===== src/core/ntms_pkg.sv =====
/*
  Holds the shared constants and types of the network time master block: timing figures,
  payload byte layout, calendar limits, group numbers of the time messages and the state
  encoding of the master arbitration. Assumes a single 250 MHz clock domain.
*/
package ntms_pkg;
  // Clock rate and the one-second tick derived from it.
  localparam int CLK_HZ = 32'h0ee6_b280;
  localparam int TICK_S = 32'h0000_0001;
  localparam int TICK_CYCLES = CLK_HZ * TICK_S;
  localparam int MS_PER_S = 32'h0000_03e8;
  // Hold-off after joining, silence before resuming, and the broadcast period.
  localparam int HOLD_S = 32'h0000_0003;
  localparam int SILENCE_S = 32'h0000_0003;
  localparam int PERIOD_MS = 32'h0000_03e8;
  localparam logic [1:0] HOLD_TICKS = 2'(HOLD_S / TICK_S);
  localparam logic [1:0] SILENCE_TICKS = 2'(SILENCE_S / TICK_S);
  localparam logic [1:0] PERIOD_TICKS = 2'(PERIOD_MS / (TICK_S * MS_PER_S));
  // Group numbers of the status broadcast and of the set command.
  localparam logic [16:0] GRP_STATUS = 17'h1_ffff;
  localparam logic [16:0] GRP_SET = 17'h1_fffe;
  // Fill value that marks an unused byte of a set command.
  localparam logic [7:0] FILL_BYTE = 8'hff;
  // Payload byte positions (byte k occupies bits 8k+7 down to 8k).
  localparam int BYTE_HOUR = 32'h0000_0004;
  localparam int BYTE_ZONE = 32'h0000_0007;
  localparam int PAYLOAD_BYTES = 32'h0000_0008;
  // Calendar limits and reset values.
  localparam logic [7:0] SEC_MAX = 8'h3b;
  localparam logic [7:0] MIN_MAX = 8'h3b;
  localparam logic [7:0] HOUR_MAX = 8'h17;
  localparam logic [7:0] DOW_MAX = 8'h07;
  localparam logic [7:0] MONTH_MAX = 8'h0c;
  localparam logic [7:0] YEAR_MAX = 8'hfa;
  localparam logic [7:0] FIRST_ONE = 8'h01;
  localparam logic [7:0] FEBRUARY = 8'h02;
  localparam logic [7:0] DAYS_28 = 8'h1c;
  localparam logic [7:0] DAYS_29 = 8'h1d;
  localparam logic [7:0] DAYS_30 = 8'h1e;
  localparam logic [7:0] DAYS_31 = 8'h1f;
  localparam logic [7:0] CENTURY_1 = 8'h64;
  localparam logic [7:0] CENTURY_2 = 8'hc8;
  // Payload fields; the first field sits in the top byte, so year is byte zero.
  typedef struct packed {
    logic [7:0] zone;
    logic [7:0] sec;
    logic [7:0] min;
    logic [7:0] hour;
    logic [7:0] dow;
    logic [7:0] date;
    logic [7:0] month;
    logic [7:0] year;
  } ntms_time_t;
  // Master arbitration states, Gray coded along hold, master, follow.
  typedef enum logic [1:0] {
    ST_HOLD = 2'b00,
    ST_MASTER = 2'b01,
    ST_FOLLOW = 2'b11
  } ntms_state_t;
endpackage


===== src/core/ntms_master.sv =====
/*
  Holds the top of the network time master block: arbitration of the broadcast role,
  the periodic status broadcast, the following of other masters, the handling of set
  commands and their acknowledge, and the local calendar and tick below it.
  Assumes that a frame engine on the same clock presents each received frame as a
  one-cycle pulse with its group number, source address and eight payload bytes, and
  that it takes an outgoing status frame on a valid and ready handshake.
*/
// Summary of operation
// - Wait three seconds after joining before broadcasting.
// - Stop broadcasting when higher source address broadcasts.
// - Resume after three seconds without the message.
// - Load clock from another node's status message.
// - Highest priority clock is official; others follow.
// - Master broadcasts every 1000 ms, never faster.
// - Byte zero: year above 2000, up to 2250.
// - Byte one: month, 1 January to 12.
// - Byte two: day of month, 1 to 31.
// - Byte three: weekday, 1 Sunday to 7.
// - Byte four: local hour 0 to 23.
// - Bytes five, six: minute and second, 0-59.
// - Byte seven: time zone hour offset code.
// - Set request loads the clock with given time.
// - Set request uses the status message layout.
// - All bytes 255 except hour, zone: zone change.
// - Always acknowledge set; answer status only as master.
`timescale 1ns/1ps
module ntms_master #(
  parameter logic [27:0] TICK_CYCLES = 28'(ntms_pkg::TICK_CYCLES)
) (
  // Clock and reset
  input wire logic clk,
  input wire logic rstn,
  // Own identity on the network
  input wire logic [7:0] own_addr,
  // Received frames, one-cycle pulse per frame
  input wire logic rx_valid,
  input wire logic [16:0] rx_data_group_number,
  input wire logic [7:0] rx_src,
  input wire logic [63:0] rx_data,
  // Outgoing status frame, held until taken
  output logic tx_valid,
  input wire logic tx_ready,
  output logic [63:0] tx_data,
  // Acknowledge of a set command, one-cycle pulse
  output logic ack_valid,
  output logic [7:0] ack_dest,
  // Role and current time
  output logic is_master,
  output logic [63:0] time_now
);
  ////////////////////////////////////////////////////////////////////////////////////////
  // State and helper functions.
  ////////////////////////////////////////////////////////////////////////////////////////

  // All control state of the block in one record.
  typedef struct packed {
    ntms_pkg::ntms_state_t fsm; // Arbitration state.
    logic [1:0] hold_cnt; // Seconds spent in hold-off.
    logic [1:0] sil_cnt; // Seconds without a status message from others.
    logic [1:0] per_cnt; // Seconds since the last periodic broadcast.
    logic resp_pend; // A status answer to a set command is owed.
    logic tx_valid; // Outgoing frame is offered.
    logic [63:0] tx_data; // Payload of the offered frame.
    logic ack_valid; // Acknowledge pulse.
    logic [7:0] ack_dest; // Sender of the acknowledged command.
    logic is_master; // Role flag shown outside.
    logic load_all; // Full calendar load pulse.
    logic load_tz; // Hour and zone load pulse.
    logic [63:0] load_data; // Data that goes with either load.
  } ntms_ctl_t;

  ntms_ctl_t st_r; // Registered state.
  ntms_ctl_t st_nxt; // Next state.
  logic tick; // One-second pulse.
  logic [63:0] cal_now; // Calendar in payload layout.
  logic rx_status; // A status frame from another node arrived.
  logic rx_set; // A set command from another node arrived.
  logic launch; // A frame is offered in this cycle.

  // Tells whether a received frame carries the given group and is not our own echo.
  function automatic logic frame_is(input logic vld, input logic [16:0] grp,
                                    input logic [7:0] src, input logic [7:0] own,
                                    input logic [16:0] want);
    frame_is = vld && grp == want && src != own;
  endfunction

  // Tells whether a set payload is a time-zone change: every byte but hour and zone is fill.
  function automatic logic zone_only(input logic [63:0] d);
    zone_only = 1'b1;
    for (int i = 0; i < ntms_pkg::PAYLOAD_BYTES; i++) begin
      if (i != ntms_pkg::BYTE_HOUR && i != ntms_pkg::BYTE_ZONE && d[8*i +: 8] != ntms_pkg::FILL_BYTE) begin
        zone_only = 1'b0;
      end
    end
  endfunction

  ////////////////////////////////////////////////////////////////////////////////////////
  // Tick and calendar.
  ////////////////////////////////////////////////////////////////////////////////////////

  // The single tick paces the calendar, the hold-off, the silence and the period.
  ntms_tick #(
    .TICK_CYCLES(TICK_CYCLES)
  ) u_tick (
    .clk(clk),
    .rstn(rstn),
    .tick(tick)
  );

  // The calendar takes loads two edges after the frame that caused them, as the load pulses are registered first.
  ntms_cal u_cal (
    .clk(clk),
    .rstn(rstn),
    .tick(tick),
    .load_all(st_r.load_all),
    .load_tz(st_r.load_tz),
    .load_data(st_r.load_data),
    .now(cal_now)
  );

  ////////////////////////////////////////////////////////////////////////////////////////
  // Frame classification.
  ////////////////////////////////////////////////////////////////////////////////////////

  // Frames that we sent ourselves are never taken as another node's message.
  assign rx_status = frame_is(rx_valid, rx_data_group_number, rx_src, own_addr,
                              ntms_pkg::GRP_STATUS);
  assign rx_set = frame_is(rx_valid, rx_data_group_number, rx_src, own_addr,
                           ntms_pkg::GRP_SET);

  ////////////////////////////////////////////////////////////////////////////////////////
  // Next-state logic.
  ////////////////////////////////////////////////////////////////////////////////////////

  // Arbitrates the role, times the broadcast and reacts to received frames.
  always_comb begin
    st_nxt = st_r;
    st_nxt.ack_valid = 1'b0;
    st_nxt.load_all = 1'b0;
    st_nxt.load_tz = 1'b0;
    launch = 1'b0;

    // The role machine.
    unique case (st_r.fsm)
      ntms_pkg::ST_HOLD: begin
        // Counts out the hold-off before the first broadcast.
        if (tick) begin
          st_nxt.hold_cnt = st_r.hold_cnt + 2'b01;
          if (st_r.hold_cnt + 2'b01 >= ntms_pkg::HOLD_TICKS) begin
            st_nxt.fsm = ntms_pkg::ST_MASTER;
            st_nxt.per_cnt = ntms_pkg::PERIOD_TICKS - 2'b01;
          end
        end
      end
      ntms_pkg::ST_MASTER: begin
        // Stays master until a higher address is heard.
        st_nxt.fsm = ntms_pkg::ST_MASTER;
      end
      ntms_pkg::ST_FOLLOW: begin
        // Counts silent seconds and takes the role back after enough of them.
        if (tick) begin
          st_nxt.sil_cnt = st_r.sil_cnt + 2'b01;
          if (st_r.sil_cnt + 2'b01 >= ntms_pkg::SILENCE_TICKS) begin
            st_nxt.fsm = ntms_pkg::ST_MASTER;
            st_nxt.per_cnt = ntms_pkg::PERIOD_TICKS - 2'b01;
          end
        end
      end
      default: begin
        // An illegal code falls back to a fresh hold-off.
        st_nxt.fsm = ntms_pkg::ST_HOLD;
        st_nxt.hold_cnt = '0;
      end
    endcase

    // Another node's status message: follow it, and yield to a higher address.
    if (rx_status) begin
      st_nxt.sil_cnt = '0;
      st_nxt.load_all = 1'b1;
      st_nxt.load_data = rx_data;
      if (rx_src > own_addr) begin
        st_nxt.fsm = ntms_pkg::ST_FOLLOW;
        st_nxt.resp_pend = 1'b0;
      end
    end

    // A set command is always acknowledged; only a master owes a status answer.
    if (rx_set) begin
      st_nxt.ack_valid = 1'b1;
      st_nxt.ack_dest = rx_src;
      st_nxt.load_data = rx_data;
      if (zone_only(rx_data)) begin
        st_nxt.load_tz = 1'b1;
      end else begin
        st_nxt.load_all = 1'b1;
      end
      if (st_r.fsm == ntms_pkg::ST_MASTER && !rx_status) begin
        st_nxt.resp_pend = 1'b1;
      end
    end

    // The period counter runs only for a master and fires once per period.
    if (st_nxt.fsm == ntms_pkg::ST_MASTER && tick) begin
      if (st_r.per_cnt + 2'b01 >= ntms_pkg::PERIOD_TICKS) begin
        st_nxt.per_cnt = '0;
        launch = 1'b1;
      end else begin
        st_nxt.per_cnt = st_r.per_cnt + 2'b01;
      end
    end
    if (st_r.resp_pend && st_nxt.fsm == ntms_pkg::ST_MASTER) begin
      launch = 1'b1;
    end

    // Retires a frame that the engine took.
    if (st_r.tx_valid && tx_ready) begin
      st_nxt.tx_valid = 1'b0;
    end

    // A frame is offered only when none is pending; a missed period is skipped,
    // so periodic broadcasts never come closer than the period; an owed answer goes out without waiting for it.
    if (launch && !st_r.tx_valid) begin
      st_nxt.tx_valid = 1'b1;
      st_nxt.tx_data = cal_now;
      st_nxt.resp_pend = 1'b0;
    end

    // The role flag follows the machine.
    st_nxt.is_master = st_nxt.fsm == ntms_pkg::ST_MASTER;
  end

  ////////////////////////////////////////////////////////////////////////////////////////
  // State register.
  ////////////////////////////////////////////////////////////////////////////////////////

  // Reset drops the role and restarts the hold-off.
  always_ff @(posedge clk or negedge rstn) begin
    if (!rstn) begin
      st_r <= '{fsm: ntms_pkg::ST_HOLD, default: '0};
    end else begin
      st_r <= st_nxt;
    end
  end

  // Outputs come straight from the state register, except time_now, which comes from the calendar.
  assign tx_valid = st_r.tx_valid;
  assign tx_data = st_r.tx_data;
  assign ack_valid = st_r.ack_valid;
  assign ack_dest = st_r.ack_dest;
  assign is_master = st_r.is_master;
  assign time_now = cal_now;
endmodule


===== src/core/ntms_tick.sv =====
/*
  Holds the one-second tick divider of the network time master block.
  Assumes a free running clock; the period is a parameter so simulation can shorten it.
*/
`timescale 1ns/1ps
module ntms_tick #(
  parameter logic [27:0] TICK_CYCLES = 28'(ntms_pkg::TICK_CYCLES)
) (
  // Clock and reset
  input wire logic clk,
  input wire logic rstn,
  // One-cycle pulse once per second
  output logic tick
);
  typedef struct packed {
    logic [27:0] cnt;
    logic tick;
  } ntms_tick_t;
  ntms_tick_t st_r;
  ntms_tick_t st_nxt;

  // Counts clock cycles and pulses the tick in the cycle after the last one of each second.
  always_comb begin
    st_nxt = st_r;
    st_nxt.tick = 1'b0;
    if (st_r.cnt == TICK_CYCLES - 28'h000_0001) begin
      st_nxt.cnt = '0;
      st_nxt.tick = 1'b1;
    end else begin
      st_nxt.cnt = st_r.cnt + 28'h000_0001;
    end
  end

  // Registers the divider state.
  always_ff @(posedge clk or negedge rstn) begin
    if (!rstn) begin
      st_r <= '0;
    end else begin
      st_r <= st_nxt;
    end
  end

  assign tick = st_r.tick;
endmodule


===== src/core/ntms_cal.sv =====
/*
  Holds the local calendar of the network time master block: it advances once per tick
  and is loaded whole or in hour and zone only. Assumes single-cycle load pulses.
*/
`timescale 1ns/1ps
module ntms_cal (
  // Clock and reset
  input wire logic clk,
  input wire logic rstn,
  // Advance and load controls
  input wire logic tick,
  input wire logic load_all,
  input wire logic load_tz,
  input wire logic [63:0] load_data,
  // Current time in payload layout
  output logic [63:0] now
);
  ntms_pkg::ntms_time_t st_r;
  ntms_pkg::ntms_time_t st_nxt;
  ntms_pkg::ntms_time_t ld;

  // Returns the length of a month, with the century years that are not leap years.
  function automatic logic [7:0] days_in(input logic [7:0] yr, input logic [7:0] mo);
    if (mo == ntms_pkg::FEBRUARY) begin
      days_in = (yr[1:0] == 2'b00 && yr != ntms_pkg::CENTURY_1 && yr != ntms_pkg::CENTURY_2)
                ? ntms_pkg::DAYS_29 : ntms_pkg::DAYS_28;
    end else if (mo == 8'h04 || mo == 8'h06 || mo == 8'h09 || mo == 8'h0b) begin
      days_in = ntms_pkg::DAYS_30;
    end else begin
      days_in = ntms_pkg::DAYS_31;
    end
  endfunction

  // Loads win over the tick; otherwise each tick carries seconds upward.
  always_comb begin
    ld = ntms_pkg::ntms_time_t'(load_data);
    st_nxt = st_r;
    if (load_all) begin
      st_nxt = ld;
    end else if (load_tz) begin
      st_nxt.hour = ld.hour;
      st_nxt.zone = ld.zone;
    end else if (tick) begin
      st_nxt.sec = st_r.sec + ntms_pkg::FIRST_ONE;
      if (st_r.sec >= ntms_pkg::SEC_MAX) begin
        st_nxt.sec = '0;
        st_nxt.min = st_r.min + ntms_pkg::FIRST_ONE;
        if (st_r.min >= ntms_pkg::MIN_MAX) begin
          st_nxt.min = '0;
          st_nxt.hour = st_r.hour + ntms_pkg::FIRST_ONE;
          if (st_r.hour >= ntms_pkg::HOUR_MAX) begin
            st_nxt.hour = '0;
            st_nxt.dow = (st_r.dow >= ntms_pkg::DOW_MAX) ? ntms_pkg::FIRST_ONE
                         : st_r.dow + ntms_pkg::FIRST_ONE;
            st_nxt.date = st_r.date + ntms_pkg::FIRST_ONE;
            if (st_r.date >= days_in(st_r.year, st_r.month)) begin
              st_nxt.date = ntms_pkg::FIRST_ONE;
              st_nxt.month = st_r.month + ntms_pkg::FIRST_ONE;
              if (st_r.month >= ntms_pkg::MONTH_MAX) begin
                st_nxt.month = ntms_pkg::FIRST_ONE;
                if (st_r.year < ntms_pkg::YEAR_MAX) begin
                  st_nxt.year = st_r.year + ntms_pkg::FIRST_ONE;
                end
              end
            end
          end
        end
      end
    end
  end

  // Registers the calendar; reset gives the first day of the base year.
  always_ff @(posedge clk or negedge rstn) begin
    if (!rstn) begin
      st_r <= '{zone: 8'h00, sec: 8'h00, min: 8'h00, hour: 8'h00, dow: 8'h01, date: 8'h01,
                month: 8'h01, year: 8'h00};
    end else begin
      st_r <= st_nxt;
    end
  end

  assign now = st_r;
endmodule


===== config.mk =====
export PLATFORM = sky130hd
export DESIGN_NAME = ntms_master
export DESIGN_NICKNAME = d
export VERILOG_FILES = /design/src/core/ntms_pkg.sv /design/src/core/ntms_master.sv /design/src/core/ntms_tick.sv /design/src/core/ntms_cal.sv
export SDC_FILE = /design/constraint.sdc
export NUM_CORES = 1
export LEC_CHECK = 0
export BUFFER_PORTS_ARGS = -buffer_cell sky130_fd_sc_hd__buf_4
export CAP_MARGIN = 20
export CORE_ASPECT_RATIO = 1.1
export CORE_MARGIN = 5
export CORE_UTILIZATION = 35
export DETAILED_ROUTE_END_ITERATION = 6
export GPL_ROUTABILITY_DRIVEN = 0
export PLACE_DENSITY_LB_ADDON = 0.12
export SETUP_SLACK_MARGIN = 0.5
export SKIP_CTS_REPAIR_TIMING = 1
export SLEW_MARGIN = 20
export SYNTH_ARGS = -nofsm -noshare
export SYNTH_HDL_FRONTEND = slang
export SYNTH_HIERARCHICAL = 1
export SYNTH_SLANG_ARGS = --single-unit

===== constraint.sdc =====
create_clock -name clk -period 3.15 [get_ports clk]
set_input_delay 0.7875 -clock clk [delete_from_list [all_inputs] [get_ports clk]]
set_output_delay 0.7875 -clock clk [all_outputs]
set_load 0.02 [all_outputs]

; Yosys cells after proc, flatten, opt, wreduce, memory -nomap -nowiden
; Index checks and enable logic that the tools add are counted.
[totals]
register_bits = 243
in_bits = 101
out_inout_bits = 139
word_cells = 179
[op_classes]
addsub = 11
magnitude_cmp = 11
eq_ne = 26
n_mux = 63
n_bitwise = 1
reduce_logical = 44
[ops]
columns = operator, count
row1 = 66-bit 2-to-1 mux, 2
row2 = 64-bit 2-to-1 mux, 2
row3 = 56-bit 2-to-1 mux, 2
row4 = 8-bit 2-to-1 mux, 11
row5 = "8-bit by 1-bit adder with 8-bit output, second input constant", 7
row6 = "8-bit != test, second input constant", 7
row7 = 48-bit 2-to-1 mux, 1
row8 = 40-bit 2-to-1 mux, 1
row9 = "17-bit equality test, second input constant", 2
row10 = 16-bit 2-to-1 mux, 2
row11 = 32-bit 2-to-1 mux, 1
row12 = "28-bit by 1-bit adder with 28-bit output, second input constant", 1
row13 = "28-bit equality test, second input constant", 1
row14 = 28-bit 2-to-1 mux, 1
row15 = 2-bit 2-to-1 mux, 12
row16 = 24-bit 2-to-1 mux, 1
row17 = 2-bit nonzero test, 12
row18 = 1-bit 2-to-1 mux, 21
row19 = "8-bit by 3-bit equality test with 1-bit output, second input constant", 2
row20 = "8-bit by 4-bit equality test with 1-bit output, second input constant", 2
row21 = "8-bit by 6-bit greater-or-equal comparator with 1-bit output, second input constant", 2
row22 = 3-bit nonzero test, 4
row23 = 1-bit logical AND, 11
row24 = 5-bit AND reduction, 2
row25 = other kinds (30), 46

; Depth between registers and ports, before layout
[logic_depth]
depth_word = 20
ltp_mapped = 14
depth_no_buf = 13

; Modules after synthesis
; The synthesis kept the hierarchy.
[modules_own_cells]
columns = module, instances, cells_per_inst, area_each_um2, seq_area_each_um2
row1 = ntms_master, 1, 627, 6884.1, 3753.6
row2 = ntms_cal, 1, 374, 3513.4, 1605.3
row3 = ntms_tick, 1, 149, 1496.4, 725.7

; Worst setup path after synthesis
; OpenSTA, ideal clock, no wires.
[synth_timing]
path_kind = flip-flop to flip-flop
from = register u_cal.st_r (netlist bit u_cal/now[2])
to = register u_cal.st_r (netlist bit u_cal/now[10])
arrival_ns = 2.704
required_time_ns = 3.067
setup_slack_ns = 0.364
path_stages_with_launch = 15
period_less_slack_ns = 2.786
path_cell_list = dfrtp_1 > inv_1 > nor4_1 > a41oi_1 > o31ai_1 > a211o_1 > nand3_1 > ha_1 > nor2b_1 > nor3_1 > or2_2 > a31oi_1 > buf_2 > o21ai_0 > o21ai_0
[synth_via]
elab_chain_cells = 14
word_cells_on_any_way = 15
classes_between = order compare (1) / eq/ne (2) / mux (8) / reduce/logical (4)
[synth_lines]
columns = item, line_no
row1 = from (decl), ntms_cal.sv:18  ; ntms_pkg::ntms_time_t st_r;
row2 = from (signal assigned), ntms_cal.sv:75  ; st_r <= '{zone: 8'h00, sec: 8'h00, min: 8'h00, hour: 8'h00, dow: 8'h01, date: 8'h01,
row3 = from (signal assigned), ntms_cal.sv:78  ; st_r <= st_nxt;
row4 = 8-bit by 7-bit != test with 1-bit output, ntms_cal.sv:25  ; days_in = (yr[1:0] == 2'b00 && yr != ntms_pkg::CENTURY_1 && yr != ntms_pkg::CENTURY_2)
row5 = 1-bit logical AND, ntms_cal.sv:25
row6 = 1-bit logical AND (*), ntms_cal.sv:25
row7 = 1-bit 2-to-1 mux (*), ntms_cal.sv:26  ; ? ntms_pkg::DAYS_29 : ntms_pkg::DAYS_28;
row8 = 8-bit 2-to-1 mux (*), ntms_cal.sv:24  ; if (mo == ntms_pkg::FEBRUARY) begin
row9 = 8-bit 2-to-1 mux (*), ntms_cal.sv:51  ; if (st_r.hour >= ntms_pkg::HOUR_MAX) begin
row10 = 8-bit 2-to-1 mux (*), ntms_cal.sv:48  ; if (st_r.min >= ntms_pkg::MIN_MAX) begin
row11 = 8-bit 2-to-1 mux (*), ntms_cal.sv:45  ; if (st_r.sec >= ntms_pkg::SEC_MAX) begin
row12 = 8-bit 2-to-1 mux (*), ntms_cal.sv:43  ; end else if (tick) begin
row13 = 8-bit 2-to-1 mux (*), ntms_cal.sv:40  ; end else if (load_tz) begin
row14 = 8-bit 2-to-1 mux (*), ntms_cal.sv:38  ; if (load_all) begin
row15 = 8-bit greater-or-equal comparator (*), ntms_cal.sv:56  ; if (st_r.date >= days_in(st_r.year, st_r.month)) begin
row16 = 2-bit nonzero test (no source line) (*), --
row17 = 6-bit AND reduction (no source line) (*), --
; Mark *: on every way between the ends. The rest lies on a longest branch, timed or not. The select of a mux whose other input is x is not followed.
; A chain may end at the register's enable or synchronous reset.

; Worst setup path in the final report
[layout_timing]
from = register u_cal.st_r (netlist bit u_cal/now[2])
to = register u_cal.st_r (netlist bit u_cal/now[9])
; Same word-level chain as after synthesis.

==> results.md <==
- The flow ran to the end, and the final reports show no timing, DRC or antenna violations.
- The worst-case IR drop observed on VDD is 0.0004152 V.
- The number of endpoints failing setup at the final stage is 0.
- The starting density of the core is between 30% and 40%.
- STA puts the critical path data arrival time at around 3100 ps.
- The peak fanout along the critical path is 12.
- The number of flops mapped to enable cells by yosys is 0.
- The cell area after synthesis is ~0.012 sq mm.
- The aggregate global routing overflow is 0.
- After the last flow step, the layout net total stands at between 1000 and 1500.
- TritonCTS created 28 clock buffers.
- The via density per instance is 4.959.
- The post-route clock skew is between 7 and 8 ps.
- The routed length per placed instance is between 15 and 20 um.
- Timing would allow up to approximately 370 MHz.
- The vertical extent of the die is approximately 200 um.
- Dividing total power by cell area gives a power density of 443.6 mW/mm^2.
- Counting every sink on the clock net gives 243.
- The root buffer cell chosen for the clock tree is clkbuf_16.
- The critical path data required time is about 3600 ps.
- The clock reaches the later pin of the worst-skew pair after 530 ps.
- The overall die area is about 0.038 sq mm.
- The number of buffer and inverter instances along the worst setup path is 2.
- For the pin with the worst max-slew slack, the measured transition is between 800 and 900 ps.
- The maximum clock insertion buffer count is 3.
- Counting cells, the worst reg-to-reg path comes to 14.
- The count of standard-cell rows is 70.
- The number of slew-limit violations in the final report came to 0.
- The final-report hold violation count is 0.
- Across every metal layer, demand over resource in global routing totals 16.37%.
- Of the cells placed in the final design, the portion with a size suffix greater than 1 is about a third.
- The post-route antenna net violation count is 0.
- The area growth from synthesis to layout is 24.36%.
- After detailed routing, the number of remaining DRC violations is 0.
- The placeable core region is 0.03337 sq mm.
- The repair_antennas step left the layout with diodes totalling 0.
- The initial antenna violation count is 0.
- The library cell contributing the largest single delay on the critical path is dfrtp_2.
- The final critical path takes up a little under nine tenths of the cycle.
- The wire-length estimate of the detail-placed layout is around 23000 um.
- The count of input and output buffers is 239.
- For this run, the detailed router's first-pass iteration total came to 5.
- Pin placement for this block handled 240 I/O pins.
- The startpoint-to-endpoint class of the critical path is reg2reg.
- Headroom to the max-slew limit came out at 43.22%.
- The final wirelength is between 30000 and 40000 um.
- For this block, the via count after detailed routing is 8856.
- Adding up every negative setup slack in the final design gives 0 ps.
- The number of global-route vias before repair is 8932.
- Synthesis handed over a netlist of between 1000 and 1500 instances.
- Clock-pin slew was measured on the worst setup and hold paths at 60 ps.
- The total of warnings raised by yosys is 6.
- The kind of cell with the highest combined delay along the critical path is compound AO/OA/AOI/OAI gates.
- Counting buffers and inverters, the worst setup path is 14 cells deep.
- The pin count of the biggest net entering global routing is slightly above 70.
- The critical path goes through inv_4 > nor4_4 > a41oi_2 > o31ai_4 > a211o_1 > nand3_2 > ha_4 > nor2b_4 > nor3_4 > or2_4 > a31oi_2 > buf_6 > a221oi_1 > a21oi_1.
- By area the synthesized netlist is led by dfrtp_1, nand2_1, mux2_4.
- The stage delay of the slowest cell on the critical path is roughly 380 ps.
- The detailed router's first-iteration violation count is 588.
- The floorplan die width is ~190 um.
- The kind of start point of the critical path is a register.
- Dividing the synthesized area by the synthesized cell count gives a little over 10 sq um.
- The async set or reset register ratio after synthesis is 100.0%.
- The first-pass GRT wire length is 50090 um.
- The post-synthesis cell type with the largest combined area is dfrtp_1.
- Setup repair after global routing could not meet its margin everywhere.
- The most instantiated flip-flop cell in the synthesis netlist is dfrtp_1.
- Across the run, the number of max-cap violations was 0.
- The flip-flop and latch count after synthesis is roughly 240.
- TritonCTS built the clock tree.
- The total number of H-tree levels is 1.
- The endpoint kind of the worst setup timing path is a register.
- Sequential cells were found to cover 51.16% of the synthesized design area.
- The share of synthesized area in the top cell type comes to 50.49%.
- The post-route minimum period is about 2700 ps.
- The net count after synthesis is 1276.
- The design draws roughly 6600 uW.
- The cell leakage power is ~0.0074 uW.
- The count of cell types in the netlist is 80.
- The class of the most critical hold timing path is in2async.
## final cells by class
cell class,count,area [sq um]
Clock inverter,8,92.59
Fill cell,3212,18580
Sequential cell,243,6088
Timing Repair Buffer,272,2157
Tap cell,432,540.5
Clock buffer,40,817.0
Multi-Input combinational cell,749,4936
Inverter,42,160.2
## path summary, 6_finish.rpt
path / from / to / slack (ps)
max in group asynchronous: rstn / u_cal/now[16]$_DFFE_PN1P_ / 2190
min in group clk: rx_data[37] / st_r[37]$_DFFE_PN0P_ / 450
worst max-delay path: u_cal/now[2]$_DFFE_PN0P_ / u_cal/now[9]$_DFFE_PN0P_ / 470
worst max register to register: u_cal/now[2]$_DFFE_PN0P_ / u_cal/now[9]$_DFFE_PN0P_ / 470
worst min register to register: st_r[39]$_DFFE_PN0P_ / st_r[39]$_DFFE_PN0P_ / 460
worst min-delay path: rstn / st_r[57]$_DFFE_PN0P_ / 170
## through the flow
step | hold slack (ps) | std cells | setup slack [ps] | util (%) | instance area [sq um]
4_1_cts | 170.4 | 1781 | 225.1 | 43.81 | 14620
6_report | 166.9 | 1786 | 470.9 | 44.33 | 14790
5_1_grt | 195.9 | 1786 | 319.1 | 44.33 | 14790
3_5_place_dp | 455.8 | 1733 | 156.2 | 41.08 | 13710
2_1_floorplan | 438.6 | 1150 | 500.8 | - | 11910
3_3_place_gp | 448.0 | 1733 | 190.8 | 41.08 | 13710
## cell families (layout without fill, tap and decap cells)
group	Yosys count	after routing	share of synthesized area (%)
AND/OR/NAND/NOR	461	461	18.16
multiplexers	74	74	8.174
flip-flops	243	243	51.16
adder cells (fa/ha/maj)	25	25	2.630
buffers and inverters	158	362	8.573
XOR/XNOR	20	20	1.473
AO/OA/AOI/OAI	169	169	9.836
## report_power, final
part           total, uW  internal (uW)  switching [uW]
Sequential          3120           3120           0.265
Clock               3220           1950            1270
Combinational        221            102             119
## cells in the mapped netlist, types with 12 or more instances
master,instances
nand2_1,260
mux2_2,33
xnor2_1,12
mux2_4,38
a22o_1,16
nor2_1,53
o21ai_0,35
buf_4,74
clkbuf_1,14
nand3_1,32
nand4_1,30
ha_1,25
inv_1,42
buf_2,15
nor3_1,13
dfrtp_1,240
nor4_1,12
a21oi_1,42
## registers in the layout, indices dropped and copies added, names as in the netlist
signal and count:
tx_data 64, u_cal/now 64, ack_valid 1, u_tick/st_r 28, tx_valid 1, ack_dest 8
st_r 75, is_master 1, u_tick/tick 1
## per-layer routing
metal / track usage (%) / vias to the layer above / share of wire (%) / routed length (um)
met4: 2.759 / 0 / 1.2 / 374
li1: - / 4284 / - / -
met3: 2.587 / 33 / 4.7 / 1516
met5: 0 / - / 0 / 0
met1: 22.50 / 4363 / 45 / 14280
met2: 27.77 / 176 / 49 / 15790
## layout by cell type (no fill, tap or decap), drive strengths merged, types with 4 or more instances in the layout
cell type / count
nand2b: 4
o21ai: 40
clkbuf: 40
clkinv: 5
o22ai: 11
a22o: 17
buf: 272
and4: 5
or2: 5
nor2: 53
inv: 42
xor2: 8
a221oi: 6
dfrtp: 240
ha: 25
and3: 10
a22oi: 8
a21oi: 47
or3: 5
mux2: 71
and2: 4
nand2: 260
or4: 5
xnor2: 12
a32oi: 5
nor3: 14
nor2b: 6
nor4: 14
a31oi: 5
nand3: 32
nand4: 31
nor3b: 5
Power figures use the tool's default switching activity.
